==> src/shared/lrd_pkg.sv <==
// package for the differential receive lane: offsets, fields, resets, types
package lrd_pkg;

  // register byte offsets
  localparam logic [3:0] LRD_OFS_CFG  = 4'h0;
  localparam logic [3:0] LRD_OFS_STAT = 4'h4;
  localparam logic [3:0] LRD_OFS_WORD = 4'h8;
  localparam logic [3:0] LRD_OFS_CNT  = 4'hc;

  // config field positions
  localparam int LRD_CFG_DES_BIT = 0;
  localparam int LRD_CFG_WID_LSB = 1;
  localparam int LRD_CFG_ALT_BIT = 5;
  localparam int LRD_CFG_ODT_BIT = 6;
  localparam int LRD_CFG_DLY_LSB = 7;

  // status field positions
  localparam int LRD_ST_OVR_BIT  = 0;
  localparam int LRD_ST_SLIP_BIT = 1;
  localparam int LRD_ST_LVL_LSB  = 2;
  localparam int LRD_ST_BYP_BIT  = 4;
  localparam int LRD_ST_ALT_BIT  = 5;

  // widths and ranges
  localparam int         LRD_WORD_W     = 8;
  localparam int         LRD_DLY_W      = 6;
  localparam logic [3:0] LRD_WID_BYPASS = 4'h1;
  localparam logic [3:0] LRD_WID_MIN    = 4'h2;
  localparam logic [3:0] LRD_WID_MAX    = 4'h8;
  localparam logic [3:0] LRD_CNT_SAT    = 4'hf;
  localparam logic [5:0] LRD_DLY_MAX    = 6'h3f;

  // analog figures, informative only
  localparam int LRD_DLY_STEP_PS = 25;
  localparam int LRD_ODT_OHM     = 100;
  localparam int LRD_MAX_MBPS    = 800;

  // values after reset, and the word buffer depth
  localparam logic       LRD_RST_DES = 1'h1;
  localparam logic [3:0] LRD_RST_WID = 4'h8;
  localparam logic       LRD_RST_ALT = 1'h0;
  localparam logic       LRD_RST_ODT = 1'h0;
  localparam logic [5:0] LRD_RST_DLY = 6'h00;
  localparam logic [1:0] LRD_BUF_DEPTH = 2'h2;

  typedef enum logic [1:0] {LRD_M_DESER, LRD_M_BYPASS, LRD_M_ALT} lrd_mode_t;

  // legal widths are 1 (bypass) and 2 to 8
  function automatic logic lrd_width_legal(input logic [3:0] w);
    return (w >= LRD_WID_BYPASS) && (w <= LRD_WID_MAX);
  endfunction

  // low bits kept for a word of width w
  function automatic logic [7:0] lrd_word_mask(input logic [3:0] w);
    return 8'hff >> (LRD_WID_MAX - w);
  endfunction

endpackage

==> src/rtl/lrd_pair_buf.sv <==
// two-entry word buffer with valid and ready on both sides
`timescale 1ns/100ps
module lrd_pair_buf (
  input  wire logic        clk_sys_in,
  input  wire logic        rst_in,
  input  wire logic        in_valid_in,
  output logic             in_ready_out,
  input  wire logic [7:0]  in_data_in,
  output logic             out_valid_out,
  input  wire logic        out_ready_in,
  output logic [7:0]       out_data_out,
  output logic [1:0]       level_out
);
  import lrd_pkg::*;

  typedef struct packed {
    logic [7:0] d0;
    logic [7:0] d1;
    logic [1:0] cnt;
  } lrd_buf_st_t;

  lrd_buf_st_t st_reg;
  lrd_buf_st_t st_next;
  logic        push;
  logic        pop;

  // handshakes
  assign in_ready_out  = (st_reg.cnt != LRD_BUF_DEPTH);
  assign out_valid_out = (st_reg.cnt != 2'h0);
  assign out_data_out  = st_reg.d0;
  assign level_out     = st_reg.cnt;
  assign push          = in_valid_in && in_ready_out;
  assign pop           = out_valid_out && out_ready_in;

  // head holds the oldest word
  always_comb begin
    st_next = st_reg;
    if (push && pop) begin
      if (st_reg.cnt == 2'h1) begin
        st_next.d0 = in_data_in;
      end else begin
        st_next.d0 = st_reg.d1;
        st_next.d1 = in_data_in;
      end
    end else if (pop) begin
      st_next.d0  = st_reg.d1;
      st_next.cnt = st_reg.cnt - 2'h1;
    end else if (push) begin
      if (st_reg.cnt == 2'h0) begin
        st_next.d0 = in_data_in;
      end else begin
        st_next.d1 = in_data_in;
      end
      st_next.cnt = st_reg.cnt + 2'h1;
    end
  end

  // state register
  always_ff @(posedge clk_sys_in) begin
    if (rst_in) begin
      st_reg <= '0;
    end else begin
      st_reg <= st_next;
    end
  end

  chk_buf_no_overfill: assert property (@(posedge clk_sys_in) disable iff (rst_in)
    st_reg.cnt <= LRD_BUF_DEPTH)
    else $error("word buffer holds more than two entries");

endmodule

==> src/rtl/lrd_rx_lane.sv <==
// differential serial receive lane with deserializer, bypass and side output
// Summary of operation
// word width equals configured factor; width one bypasses deserializer
// factor selectable as 2 to 8 bits per word only
// bits shift in on serial clock; word latched on parallel clock
// words leave aligned, updated on rising edge of parallel clock
// with deserializer off, pad level passes through as single bit
// connection setting routes pad to PLL clock input instead
// side output live only in bypass (deserializer off or width one) with alternate connection
// static input delay settable 0 to 63, about 25 ps per step
// termination enable connects internal 100 ohm across pad pair
// transmitter never drives faster than 800 Mbps per lane
`timescale 1ns/100ps
module lrd_rx_lane (
  input  wire logic        clk_sys_in,
  input  wire logic        rst_in,
  input  wire logic        diff_positive_pad_in,
  input  wire logic        diff_negative_pad_in,
  input  wire logic        serial_bit_clock_in,
  input  wire logic        parallel_word_clock_in,
  input  wire logic [3:0]  reg_addr_in,
  input  wire logic [31:0] reg_wdata_in,
  input  wire logic        reg_wr_in,
  input  wire logic        reg_rd_in,
  output logic [31:0]      reg_rdata_out,
  output logic [7:0]       word_data_out,
  output logic             word_valid_out,
  input  wire logic        word_ready_in,
  output logic             bypass_side_output_out,
  output logic             odt_enable_out,
  output logic [5:0]       delay_code_out
);
  import lrd_pkg::*;

  typedef struct packed {
    logic        p_s1;
    logic        p_s2;
    logic        n_s1;
    logic        n_s2;
    logic        fc_s1;
    logic        fc_s2;
    logic        fc_d;
    logic        sc_s1;
    logic        sc_s2;
    logic        sc_d;
    logic        bit_q;
    logic [7:0]  shreg;
    logic [3:0]  bit_cnt;
    logic [7:0]  last_word;
    logic        des_en;
    logic [3:0]  wid;
    logic        alt_sel;
    logic        odt;
    logic [5:0]  dly;
    logic        ovr;
    logic        slip;
    logic        alt_q;
    logic [15:0] word_cnt;
    logic [31:0] rdata;
  } lrd_lane_st_t;

  lrd_lane_st_t st_reg;
  lrd_lane_st_t st_next;
  lrd_mode_t    mode;
  logic         bypass;
  logic         fc_rise;
  logic         sc_rise;
  logic         push_valid;
  logic         push_ready;
  logic [7:0]   push_data;
  logic [1:0]   buf_level;
  logic [3:0]   wr_wid;
  logic         wr_cfg;
  logic         wr_stat;
  logic         wr_cnt;

  // edges of the two pad-side clocks after their synchronisers
  assign fc_rise = st_reg.fc_s2 && !st_reg.fc_d;
  assign sc_rise = st_reg.sc_s2 && !st_reg.sc_d;

  // register strobes
  assign wr_cfg  = reg_wr_in && (reg_addr_in == LRD_OFS_CFG);
  assign wr_stat = reg_wr_in && (reg_addr_in == LRD_OFS_STAT);
  assign wr_cnt  = reg_wr_in && (reg_addr_in == LRD_OFS_CNT);
  assign wr_wid  = reg_wdata_in[LRD_CFG_WID_LSB +: 4];

  // mode from configuration
  assign bypass = !st_reg.des_en || (st_reg.wid == LRD_WID_BYPASS);
  always_comb begin
    mode = LRD_M_DESER;
    if (bypass) begin
      mode = st_reg.alt_sel ? LRD_M_ALT : LRD_M_BYPASS;
    end
  end

  // word offered to the buffer on each parallel clock edge outside alternate mode
  always_comb begin
    push_data = 8'h00;
    unique case (mode)
      LRD_M_DESER: begin
        push_data = st_reg.shreg & lrd_word_mask(st_reg.wid);
      end
      LRD_M_BYPASS: begin
        push_data = {7'h00, st_reg.bit_q};
      end
      LRD_M_ALT: begin
        push_data = 8'h00;
      end
    endcase
  end
  assign push_valid = sc_rise && (mode != LRD_M_ALT);

  // lane state
  always_comb begin
    st_next = st_reg;
    // two-stage synchronisers for pads and clocks
    st_next.p_s1  = diff_positive_pad_in;
    st_next.p_s2  = st_reg.p_s1;
    st_next.n_s1  = diff_negative_pad_in;
    st_next.n_s2  = st_reg.n_s1;
    st_next.fc_s1 = serial_bit_clock_in;
    st_next.fc_s2 = st_reg.fc_s1;
    st_next.fc_d  = st_reg.fc_s2;
    st_next.sc_s1 = parallel_word_clock_in;
    st_next.sc_s2 = st_reg.sc_s1;
    st_next.sc_d  = st_reg.sc_s2;
    // differential level; equal pads hold last level
    if (st_reg.p_s2 != st_reg.n_s2) begin
      st_next.bit_q = st_reg.p_s2;
    end
    // serial shift, newest bit in the low end
    if (fc_rise) begin
      st_next.shreg = {st_reg.shreg[6:0], st_reg.bit_q};
    end
    // bits seen since the last word, saturating
    if (sc_rise) begin
      st_next.bit_cnt = fc_rise ? 4'h1 : 4'h0;
    end else if (fc_rise && (st_reg.bit_cnt != LRD_CNT_SAT)) begin
      st_next.bit_cnt = st_reg.bit_cnt + 4'h1;
    end
    // word taken on the parallel edge
    if (push_valid) begin
      st_next.last_word = push_data;
    end
    if (push_valid && push_ready) begin
      st_next.word_cnt = st_reg.word_cnt + 16'h0001;
    end else if (wr_cnt) begin
      st_next.word_cnt = 16'h0000;
    end
    // side output toward the clock input of the PLL
    st_next.alt_q = (mode == LRD_M_ALT) && st_reg.bit_q;
    // configuration writes
    if (wr_cfg) begin
      st_next.des_en  = reg_wdata_in[LRD_CFG_DES_BIT];
      st_next.alt_sel = reg_wdata_in[LRD_CFG_ALT_BIT];
      st_next.odt     = reg_wdata_in[LRD_CFG_ODT_BIT];
      st_next.dly     = reg_wdata_in[LRD_CFG_DLY_LSB +: LRD_DLY_W];
      if (lrd_width_legal(wr_wid)) begin
        st_next.wid = wr_wid;
      end
    end
    // sticky flags: write one clears, a new event wins
    if (wr_stat && reg_wdata_in[LRD_ST_OVR_BIT]) begin
      st_next.ovr = 1'b0;
    end
    if (wr_stat && reg_wdata_in[LRD_ST_SLIP_BIT]) begin
      st_next.slip = 1'b0;
    end
    if (push_valid && !push_ready) begin
      st_next.ovr = 1'b1;
    end
    // judge the bits counted before this edge, not the restarted count
    if (sc_rise && (mode == LRD_M_DESER) && (st_reg.bit_cnt != st_reg.wid)) begin
      st_next.slip = 1'b1;
    end
    // read data valid only in the cycle after the strobe
    st_next.rdata = 32'h0000_0000;
    if (reg_rd_in) begin
      case (reg_addr_in)
        LRD_OFS_CFG: begin
          st_next.rdata[LRD_CFG_DES_BIT]             = st_reg.des_en;
          st_next.rdata[LRD_CFG_WID_LSB +: 4]        = st_reg.wid;
          st_next.rdata[LRD_CFG_ALT_BIT]             = st_reg.alt_sel;
          st_next.rdata[LRD_CFG_ODT_BIT]             = st_reg.odt;
          st_next.rdata[LRD_CFG_DLY_LSB +: LRD_DLY_W] = st_reg.dly;
        end
        LRD_OFS_STAT: begin
          st_next.rdata[LRD_ST_OVR_BIT]      = st_reg.ovr;
          st_next.rdata[LRD_ST_SLIP_BIT]     = st_reg.slip;
          st_next.rdata[LRD_ST_LVL_LSB +: 2] = buf_level;
          st_next.rdata[LRD_ST_BYP_BIT]      = bypass;
          st_next.rdata[LRD_ST_ALT_BIT]      = (mode == LRD_M_ALT);
        end
        LRD_OFS_WORD: begin
          st_next.rdata[7:0] = st_reg.last_word;
        end
        LRD_OFS_CNT: begin
          st_next.rdata[15:0] = st_reg.word_cnt;
        end
        default: begin
          st_next.rdata = 32'h0000_0000;
        end
      endcase
    end
  end

  // state register with synchronous reset
  always_ff @(posedge clk_sys_in) begin
    if (rst_in) begin
      st_reg         <= '0;
      st_reg.des_en  <= LRD_RST_DES;
      st_reg.wid     <= LRD_RST_WID;
      st_reg.alt_sel <= LRD_RST_ALT;
      st_reg.odt     <= LRD_RST_ODT;
      st_reg.dly     <= LRD_RST_DLY;
    end else begin
      st_reg <= st_next;
    end
  end

  // outputs from flops
  assign reg_rdata_out          = st_reg.rdata;
  assign bypass_side_output_out = st_reg.alt_q;
  assign odt_enable_out         = st_reg.odt;
  assign delay_code_out         = st_reg.dly;

  // buffer between lane and core; a stall by the core fills it
  lrd_pair_buf u_buf (
    .clk_sys_in    (clk_sys_in),
    .rst_in        (rst_in),
    .in_valid_in   (push_valid),
    .in_ready_out  (push_ready),
    .in_data_in    (push_data),
    .out_valid_out (word_valid_out),
    .out_ready_in  (word_ready_in),
    .out_data_out  (word_data_out),
    .level_out     (buf_level)
  );

  // checks
  chk_word_mask_width: assert property (
    @(posedge clk_sys_in) disable iff (rst_in)
    push_valid && (mode == LRD_M_DESER) |-> (push_data & ~lrd_word_mask(st_reg.wid)) == 8'h00)
    else $error("word carries bits above the configured width");

  chk_width_stays_legal: assert property (
    @(posedge clk_sys_in) disable iff (rst_in)
    wr_cfg && !lrd_width_legal(wr_wid) |=> st_reg.wid == $past(st_reg.wid))
    else $error("illegal width was accepted");

  chk_shift_only_edge: assert property (
    @(posedge clk_sys_in) disable iff (rst_in)
    !fc_rise |=> $stable(st_reg.shreg))
    else $error("shift register moved without a serial clock edge");

  chk_word_on_slow: assert property (
    @(posedge clk_sys_in) disable iff (rst_in)
    $rose(st_reg.sc_s2) && (mode != LRD_M_ALT) |-> push_valid ##1 st_reg.last_word == $past(push_data))
    else $error("parallel clock edge did not latch a word");

  // pad level one cycle back, taken straight from the synchroniser
  chk_bypass_single_bit: assert property (
    @(posedge clk_sys_in) disable iff (rst_in)
    push_valid && (mode == LRD_M_BYPASS) && ($past(st_reg.p_s2) != $past(st_reg.n_s2))
      |-> push_data == {7'h00, $past(st_reg.p_s2)})
    else $error("bypass word is not the pad level");

  chk_alt_follows_pad: assert property (
    @(posedge clk_sys_in) disable iff (rst_in)
    mode == LRD_M_ALT |=> bypass_side_output_out == $past(st_reg.bit_q))
    else $error("side output does not follow the pad");

  chk_alt_gated_off: assert property (
    @(posedge clk_sys_in) disable iff (rst_in)
    mode != LRD_M_ALT |=> !bypass_side_output_out)
    else $error("side output live outside alternate bypass");

  chk_delay_code_load: assert property (
    @(posedge clk_sys_in) disable iff (rst_in)
    wr_cfg |=> delay_code_out == $past(reg_wdata_in[LRD_CFG_DLY_LSB +: LRD_DLY_W]) ##1 $stable(delay_code_out) || $past(wr_cfg))
    else $error("delay code not loaded from write");

  chk_odt_enable_load: assert property (
    @(posedge clk_sys_in) disable iff (rst_in)
    wr_cfg |=> odt_enable_out == $past(reg_wdata_in[LRD_CFG_ODT_BIT]))
    else $error("termination enable not loaded from write");

endmodule

==> config.mk <==
export PLATFORM = sky130hd
export DESIGN_NAME = lrd_rx_lane
export DESIGN_NICKNAME = d
export VERILOG_FILES = /design/src/shared/lrd_pkg.sv /design/src/rtl/lrd_pair_buf.sv /design/src/rtl/lrd_rx_lane.sv
export SDC_FILE = /design/constraint.sdc
export NUM_CORES = 1
export LEC_CHECK = 0
export BUFFER_PORTS_ARGS = -buffer_cell sky130_fd_sc_hd__clkbuf_2
export CORE_MARGIN = 2
export CORE_UTILIZATION = 52
export CTS_CLUSTER_SIZE = 28
export DETAILED_ROUTE_END_ITERATION = 8
export GPL_TIMING_DRIVEN = 0
export PLACE_DENSITY_LB_ADDON = 0.2
export SKIP_LAST_GASP = 1
export SYNTH_ARGS = -nofsm -noshare
export SYNTH_HDL_FRONTEND = slang
export SYNTH_SLANG_ARGS = --single-unit
==> constraint.sdc <==
create_clock -name clk_sys_in -period 3.31 [get_ports clk_sys_in]
set_input_delay 0.993 -clock clk_sys_in [delete_from_list [all_inputs] [get_ports clk_sys_in]]
set_output_delay 0.993 -clock clk_sys_in [all_outputs]
set_load 0.05 [all_outputs]
Yosys cells after proc, flatten, opt, wreduce, memory -nomap -nowiden
Cells that the tools add are included.
{ "totals": {"reg_bits": 113, "inputBits": 45, "output_inout_bits": 49, "word_cells": 120} }
{ "classes": {"addsub": 5, "n_lt_le_gt_ge": 2, "n_eq_ne": 15, "shifts": 1, "mux": 24, "n_bitwise": 4, "n_reduce_logical": 40} }
{ "op_table": {"columns": ["operator", "count"], "rows": [
  ["$mux 16", 3],
  ["$mux 8", 6],
  ["$pmux 6 s4", 1],
  ["$pmux 8 s3", 1],
  ["$mux 18", 1],
  ["$logic_and 1x1->1", 17],
  ["$add 16x1->16 const B", 1],
  ["$reduce_bool 2->1", 7],
  ["$pmux 5 s2", 1],
  ["$and 8x8->8", 1],
  ["$eq 4x4->1 const B", 2],
  ["$mux 4", 2],
  ["$ne 2x2->1 const B", 4],
  ["$shr 8x4->8 const A", 1],
  ["$mux 2", 3],
  ["$pmux 2 s3", 1],
  ["$reduce_and 2->1", 3],
  ["$reduce_bool 3->1", 2],
  ["$mux 1", 5],
  ["$add 4x1->4 const B", 1],
  ["$eq 2x1->1 const B", 2],
  ["$eq 4x1->1 const B", 1],
  ["$eq 4x3->1 const B", 1],
  ["$ge 4x1->1 const B", 1],
  ["other kinds (17)", 23]
]} }

Depth between registers and ports, before layout
Gate-level depths: netlist of run 1.
{ "logic_depth": {"depth_word": 9, "mapped_depth": 11} }

By module
Synthesis of run 1 repeated with hierarchy kept, for this count alone.
{ "hier_totals": {"hier_cells": 550, "hier_area_um2": 4834.6} }
{ "by_module_without_submodules": {"columns": ["module", "instances", "cells_per_inst", "area_per_inst_um2", "seq_area_each_um2"], "rows": [
  ["lrd_rx_lane", 1, 439, 3816.2, 1581.5],
  ["lrd_pair_buf", 1, 111, 1018.5, 360.3]
]} }

Worst setup path after synthesis of run 1
OpenSTA, ideal clock, no wires.
{ "synth_path": {"path_type": "register to register", "startpoint": "register st_reg[60] in the netlist's numbering", "endpoint": "register u_buf.st_reg[3] in the netlist's numbering", "setup_ps": 128, "arrival_ps": 2658, "path_slack_ps": 525, "path_stages_with_launch": 12, "n_path_buf": 1, "period_less_slack_ps": 2785, "path_cell_list": "dfxtp_1 > inv_1 > ha_1 > and4bb_4 > nor4_4 > inv_2 > clkbuf_1 > ha_1 > a211oi_1 > nand2_1 > mux2i_1 > nor2_1"} }
{ "synth_via": {"elab_chain_len": 9} }
{ "synth_rtl": {"columns": ["item", "line", "text"], "rows": [
  ["from (decl)", "lrd_rx_lane.sv:62", "lrd_lane_st_t st_reg;"],
  ["from (signal assigned)", "lrd_rx_lane.sv:217", "st_reg <= st_next;"],
  ["branches (longest 9 deep; another with $sub 4x4->4)", null, null],
  ["to (signal assigned)", "lrd_pair_buf.sv:63", "st_reg <= st_next;"],
  ["to (decl)", "lrd_pair_buf.sv:22", "lrd_buf_st_t st_reg;"]
]} }
Several ways; the timed one is not identified. The select of a mux whose other input is x is not followed.
A chain may end at the register's enable or synchronous reset.

Worst setup path after layout of run 1
{ "layout_path": {"startpoint": "register st_reg[60] in the netlist's numbering", "endpoint": "register u_buf.st_reg[8] in the netlist's numbering"} }
Same word-level chain as after synthesis.

==> impl_metrics.yaml, run 1 <==
cells_and_area:
  area_growth_pct: 15.8
  final_cell_mix: "dfxtp_1, clkbuf_2, nor2_1"
  final_common_cell: "dfxtp_1"
  fin_nets: 664
  drive_above_1_share_pct: 22.5
  n_antenna_cell: 0
  nFillCells: 803
  largest_register_ffs: 49
  final_area_sq_mm: 0.00534
synthesis:
  synth_edf_count: 0
  ys_ff_latch: 97
  yosys.area_share.adder_pct: 2.71
  yosys_warnings: 0
  syn_area_sq_mm: 0.00461
  synth_top_family_by_area: "simple AND/OR/NAND/NOR gates"
  ys_async_sr_fraction_pct: 0
  synth.avg_cell_area_sq_um: 8.79
  synth_top_area_cell: "dfxtp_1"
  synthMuxAreaShare_pct: 9.00
  ys_dominant_reg_cell: "dfxtp_1"
  synth_area_leaders: "dfxtp_1, buf_4, mux2i_1"
  synth_xor_area_share_pct: 1.90
  seq_area_frac_synth_pct: 42.1
  synth-compound-area-share_pct: 12.7
  netlist_instances: 525
  synthSimpleGateAreaFrac_pct: 20.8
  synth_top_area_share_pct: 42.1
  synth_cell_types: 51
global_route:
  grt-ovfl-total: 0
  grt_usage_pct: 22.2
  grt_max_degree: 17
  grt_pass1_vias: 3538
  antenna_found_initial: 0
  grt_pass1_wl_mm: 17.2
setup_path:
  critPathBufInv: 3
  arrival_ns: 3.26
  critical_path.endpoint: "u_buf.st_reg[8]$_SDFFE_PP0P_"
  r2r_setup_slack_ns: 0.30
  start_kind: "register"
  r2r_end: "u_buf.st_reg[8]$_SDFFE_PP0P_"
  slowest_delay_ns: 0.49
  timing.rr.start: "st_reg[60]$_SDFFE_PP0P_"
  critPathMaxFanout: 10
  path_depth: 11
  cpMaxStageDelayCell: "dfxtp_1"
  required_ns: 3.56
  crit_family: "simple AND/OR/NAND/NOR gates"
  crit_start: "st_reg[60]$_SDFFE_PP0P_"
  timing.setup.critical_path_class: "reg -> reg"
  path_cells: "inv_1, ha_1, and4bb_4, nor4_4, inv_2, clkbuf_1, ha_1, a211oi_2, nand2_2, mux2i_1, nor2_1"
  end_kind: "register"
  path_common_cell: "ha_1"
  reg2reg_depth: 11
die:
  top_level_ports: 94
  die_y_um: 98.2
  core_area_sq_mm: 0.00868
  row_count: 34
  start_util_pct: 53.2
  die_w_um: 98.2
  dieArea_sq_mm: 0.00964
clock_network:
  clock_latency_ns: 0.37
  cts_tree: "yes"
  htree_levels: 3
  ctsLongestPathBuffers: 2
  cts_sinks: 97
  cts-buffers-inserted: 9
  path_clk_slew_ns: 0.09
  clockRootBuffer: "clkbuf_8"
  cts_hold_buffers: 0
sta:
  max_clock_freq_ghz: 0.332
  finalSetupViolCount: 0
  tightest_slew_ns: 0.670
  setup_tns_ns: 0
  fin_crit_sh_pct: 91.0
  hold_viol_final: 0
  slew_headroom_pct: 55.2
  fin_skew_ns: 0.00947
  drv_slew: 0
  rsz0062_at_grt: "false"
  fin_crit_ns: 3.01
drt:
  drc: 0
  drt-total-wl_mm: 10.6
  drt-wirelength-per-cell_um: 14.7
  vias: 3853
  initialDrtViolationCount: 175
  ant_nets: 0
  drt-pass1-iter-count: 4
  avgViaCountPerCell: 5.34
min_path:
  min_path_type: "reg -> reg"
  hp-start: "st_next[91]$_SDFF_PP0_"
power:
  leakage_nw: 2.30
  fin_total_pwr_w: 0.00278
  p_per_area_mw_per_mm2: 521
  peakVddDrop_uv: 258
place:
  port_buffers: 57
  dpl-instance-area_sq_mm: 0.00509
  dp_hpwl_mm: 7.83
  routabilityCongestion: 0.797
run:
  cap_violations: 0
run_status:
  status: "finished, final reports clean"
[kinds of logic after synthesis]
| logic type | count (synthesis) |
|---|---|
| AOI/OAI and AO/OA | 98 |
| xor gates and xnor gates | 10 |
| adders and majority gates | 10 |
| buffers and inverters | 85 |
| DFF | 97 |
| muxes | 36 |
| other | 1 |
| and+or+nand+nor | 188 |
[synthesized netlist by cell type, drive strengths merged (6+ instances only)]
| cell | count |
|---|---|
| dfxtp | 97 |
| nor2 | 53 |
| buf | 50 |
| nand2 | 43 |
| a21oi | 42 |
| mux2i | 28 |
| clkbuf | 24 |
| nand3 | 22 |
| o21ai | 22 |
| nor2b | 19 |
| inv | 11 |
| ha | 10 |
| a211oi | 9 |
| a22oi | 9 |
| and3 | 7 |
| nand4 | 7 |
| a31oi | 6 |
| and2 | 6 |
| nor3 | 6 |
| xnor2 | 6 |
[layout make-up]
| cell class | instances | area (sq um) | area share (%) |
|---|---|---|---|
| multi-input combinational | 358 | 2240 | 41.9 |
| buffer | 74 | 454 | 8.50 |
| timing repair buffer | 58 | 293 | 5.48 |
| clock buffer | 11 | 151 | 2.83 |
| tap | 108 | 135 | 2.53 |
| clock inverter | 5 | 85.1 | 1.59 |
| inverter | 11 | 41.3 | 0.773 |
| sequential | 97 | 1940 | 36.4 |
[what timing repair did]
action / CTS / global route
cloned: 0 / 0
resized for setup: 0 / 2
setup endpoints to repair: 8 / 8
setup buffers: 1 / 0
pin swaps: 1 / 0
[power by group]
group	leakage, nW	switching [W]	internal [W]
Sequential	0.785	0.0000330	0.00122
Combinational	1.40	0.000419	0.000210
Clock	0.116	0.000427	0.000471
Total	2.30	0.000879	0.00190
[worst min path at each step]
stage | end | cells after the start
2_1_floorplan | st_next[85]$_SDFF_PP0_ | 1
3_3_place_gp | st_reg[91]$_SDFF_PP0_ | 1
3_5_place_dp | st_reg[91]$_SDFF_PP0_ | 1
4_1_cts | st_reg[91]$_SDFF_PP0_ | 1
5_1_grt | st_reg[91]$_SDFF_PP0_ | 1
6_report | st_reg[91]$_SDFF_PP0_ | 1
[routing by layer]
metal	track usage, %	part of all wire, %	wire [um]	up-vias
met4	6.43	1.3	143	0
met5	0	0	0	-
met3	4.29	5.0	534	11
met1	30.8	47	4950	1816
li1	-	-	-	1931
met2	35.6	47	4990	95
[through the flow]
stage                     cells  hold slack, ns  util [%]  setup WS [ns]
after global placement      705           0.418      58.7         -0.206
after CTS                   722           0.444      61.5          0.157
after global routing        722           0.456      61.5         0.0908
final                       722           0.450      61.5          0.298
after detailed placement    705           0.424      58.7         -0.239
after floorplan             540           0.414         -          0.525
(Power assumes the default switching activity.)
==> run 2, diff against run 1 <==
--- a/config.mk
+++ b/config.mk
@@ -8,10 +8,11 @@
 export BUFFER_PORTS_ARGS = -buffer_cell sky130_fd_sc_hd__clkbuf_2
 export CORE_MARGIN = 2
 export CORE_UTILIZATION = 52
-export CTS_CLUSTER_SIZE = 28
+export CTS_CLUSTER_SIZE = 24
 export DETAILED_ROUTE_END_ITERATION = 8
 export GPL_TIMING_DRIVEN = 0
 export PLACE_DENSITY_LB_ADDON = 0.2
+export RECOVER_POWER = 100
 export SKIP_LAST_GASP = 1
 export SYNTH_ARGS = -nofsm -noshare
 export SYNTH_HDL_FRONTEND = slang
==> impl_metrics.yaml, run 2 (synthesized netlist as in run 1, its figures left out) <==
run_status:
  status: "finished, final reports clean"
sta:
  finalSetupViolCount: 0
  rsz0062_at_grt: "false"
  tightest_slew_ns: 0.641
  fin_skew_ns: 0.00918
  fin_crit_sh_pct: 91.8
  drv_slew: 0
  max_clock_freq_ghz: 0.329
  fin_crit_ns: 3.04
  slew_headroom_pct: 57.0
  hold_viol_final: 0
drt:
  drt-total-wl_mm: 10.6
  vias: 3886
  ant_nets: 0
  avgViaCountPerCell: 5.38
  drt-wirelength-per-cell_um: 14.7
  drt-pass1-iter-count: 4
  initialDrtViolationCount: 200
  drc: 0
die:
  dieArea_sq_mm: 0.00964
  core_area_sq_mm: 0.00868
  die_w_um: 98.2
  row_count: 34
  start_util_pct: 53.2
  die_y_um: 98.2
  top_level_ports: 94
power:
  peakVddDrop_uv: 258
  p_per_area_mw_per_mm2: 524
  seqPwrFrac_pct: 45.2
  leakage_nw: 2.17
  switching_share_pct: 31.9
  clkPwrFrac_pct: 32.6
  p_int_w: 0.00189
  combPwrFrac_pct: 22.2
  power_switching_w: 0.000885
  fin_total_pwr_w: 0.00278
setup_path:
  start_kind: "register"
  required_ns: 3.56
  timing.setup.critical_path_class: "reg -> reg"
  arrival_ns: 3.29
  critPathMaxFanout: 10
  end_kind: "register"
clock_network:
  path_clk_slew_ns: 0.09
  clock_latency_ns: 0.37
  cts_hold_buffers: 0
  cts_sinks: 97
  ctsLongestPathBuffers: 2
  htree_levels: 3
  cts-buffers-inserted: 9
  cts_tree: "yes"
  clockRootBuffer: "clkbuf_8"
run:
  cap_violations: 0
cells_and_area:
  fin_nets: 664
  largest_register_ffs: 49
  nFillCells: 823
  seqCellArea_sq_mm: 0.00194
  drive_above_1_share_pct: 16.6
  area_growth_pct: 14.8
  utilization_pct: 61.0
  n_antenna_cell: 0
  stdcell_count: 722
  final_cell_mix: "dfxtp_1, clkbuf_1, nor2_1"
  multi_input_area_sq_mm: 0.00224
  final_common_cell: "dfxtp_1"
min_path:
  min_path_type: "reg -> reg"
place:
  routabilityCongestion: 0.797
  dp_hpwl_mm: 7.83
  dp.cells: 705
  port_buffers: 57
global_route:
  grt_pass1_vias: 3538
  antenna_found_initial: 0
  grt_pass1_wl_mm: 17.2
  grt_max_degree: 17
  grt_usage_pct: 22.2
  grt-ovfl-total: 0
## run 2: changes by cell type in the layout (fill, tap and decap cells not counted)
cell,previous run,this run
clkbuf_1,24,61
clkbuf_2,57,22
and2_0,0,1
and2_1,6,5
buf_1,1,0
buf_4,47,46
## run 2: worst paths after layout
kind	start	endpoint	slack (ns)	depth (start not counted)
setup / recovery	st_reg[60]$_SDFFE_PP0P_	u_buf.st_reg[8]$_SDFFE_PP0P_	0.27	11
hold / removal	st_next[91]$_SDFF_PP0_	st_reg[91]$_SDFF_PP0_	0.45	1
hold reg to reg	st_next[91]$_SDFF_PP0_	st_reg[91]$_SDFF_PP0_	0.45	1
setup reg to reg	st_reg[60]$_SDFFE_PP0P_	u_buf.st_reg[8]$_SDFFE_PP0P_	0.27	11
## run 2: repair_timing
item                                    4_1_cts  5_1_grt
buffers inserted                              1        0
endpoints found under the hold margin         0        0
pin swaps                                     1        0
endpoints found under the setup margin        8        8
gates resized for setup                       0        2
## run 2: metal layers
layer,global-route usage (%),vias to the layer above,wire [um]
met1,30.8,1844,4930
li1,-,1933,-
met5,0,-,0
met3,4.29,12,514
met2,35.6,97,5040
met4,6.43,0,144
## run 2: layout make-up
type                       count  area share, %
multi-input combinational    358           42.3
sequential                    97           36.7
buffer                        74           8.58
timing repair buffer          58           4.63
clock buffer                  11           2.86
tap                          108           2.55
clock inverter                 5           1.61
inverter                      11          0.780
## run 2: worst max-delay path, cell delays in order, from the launching register on
cell	delay, ns
dfxtp_1	0.49
inv_1	0.15
ha_1	0.26
and4bb_4	0.23
nor4_4	0.28
inv_2	0.16
clkbuf_1	0.29
ha_1	0.28
a211oi_2	0.26
nand2_2	0.22
mux2i_1	0.25
nor2_1	0.05
## run 2: metrics by stage
step                hold WS, ns  setup TNS, ns  instance area, sq um  worst slack (ns)
CTS                       0.444              0                  5330             0.157
global placement          0.418          -1.58                  5090            -0.206
finish                    0.451              0                  5290             0.270
detailed placement        0.424          -1.77                  5090            -0.239
global route              0.456              0                  5290            0.0727
floorplan                 0.414              0                  4670             0.525
## run 2: power by group through the flow
stage          Clock (W)  Combinational, W  Sequential [W]
2_1_floorplan          0          0.000504         0.00127
3_5_place_dp           0          0.000615         0.00128
5_1_grt         0.000959          0.000667         0.00126
4_1_cts         0.000915          0.000619         0.00125
6_report        0.000905          0.000617         0.00125
3_3_place_gp           0          0.000606         0.00128
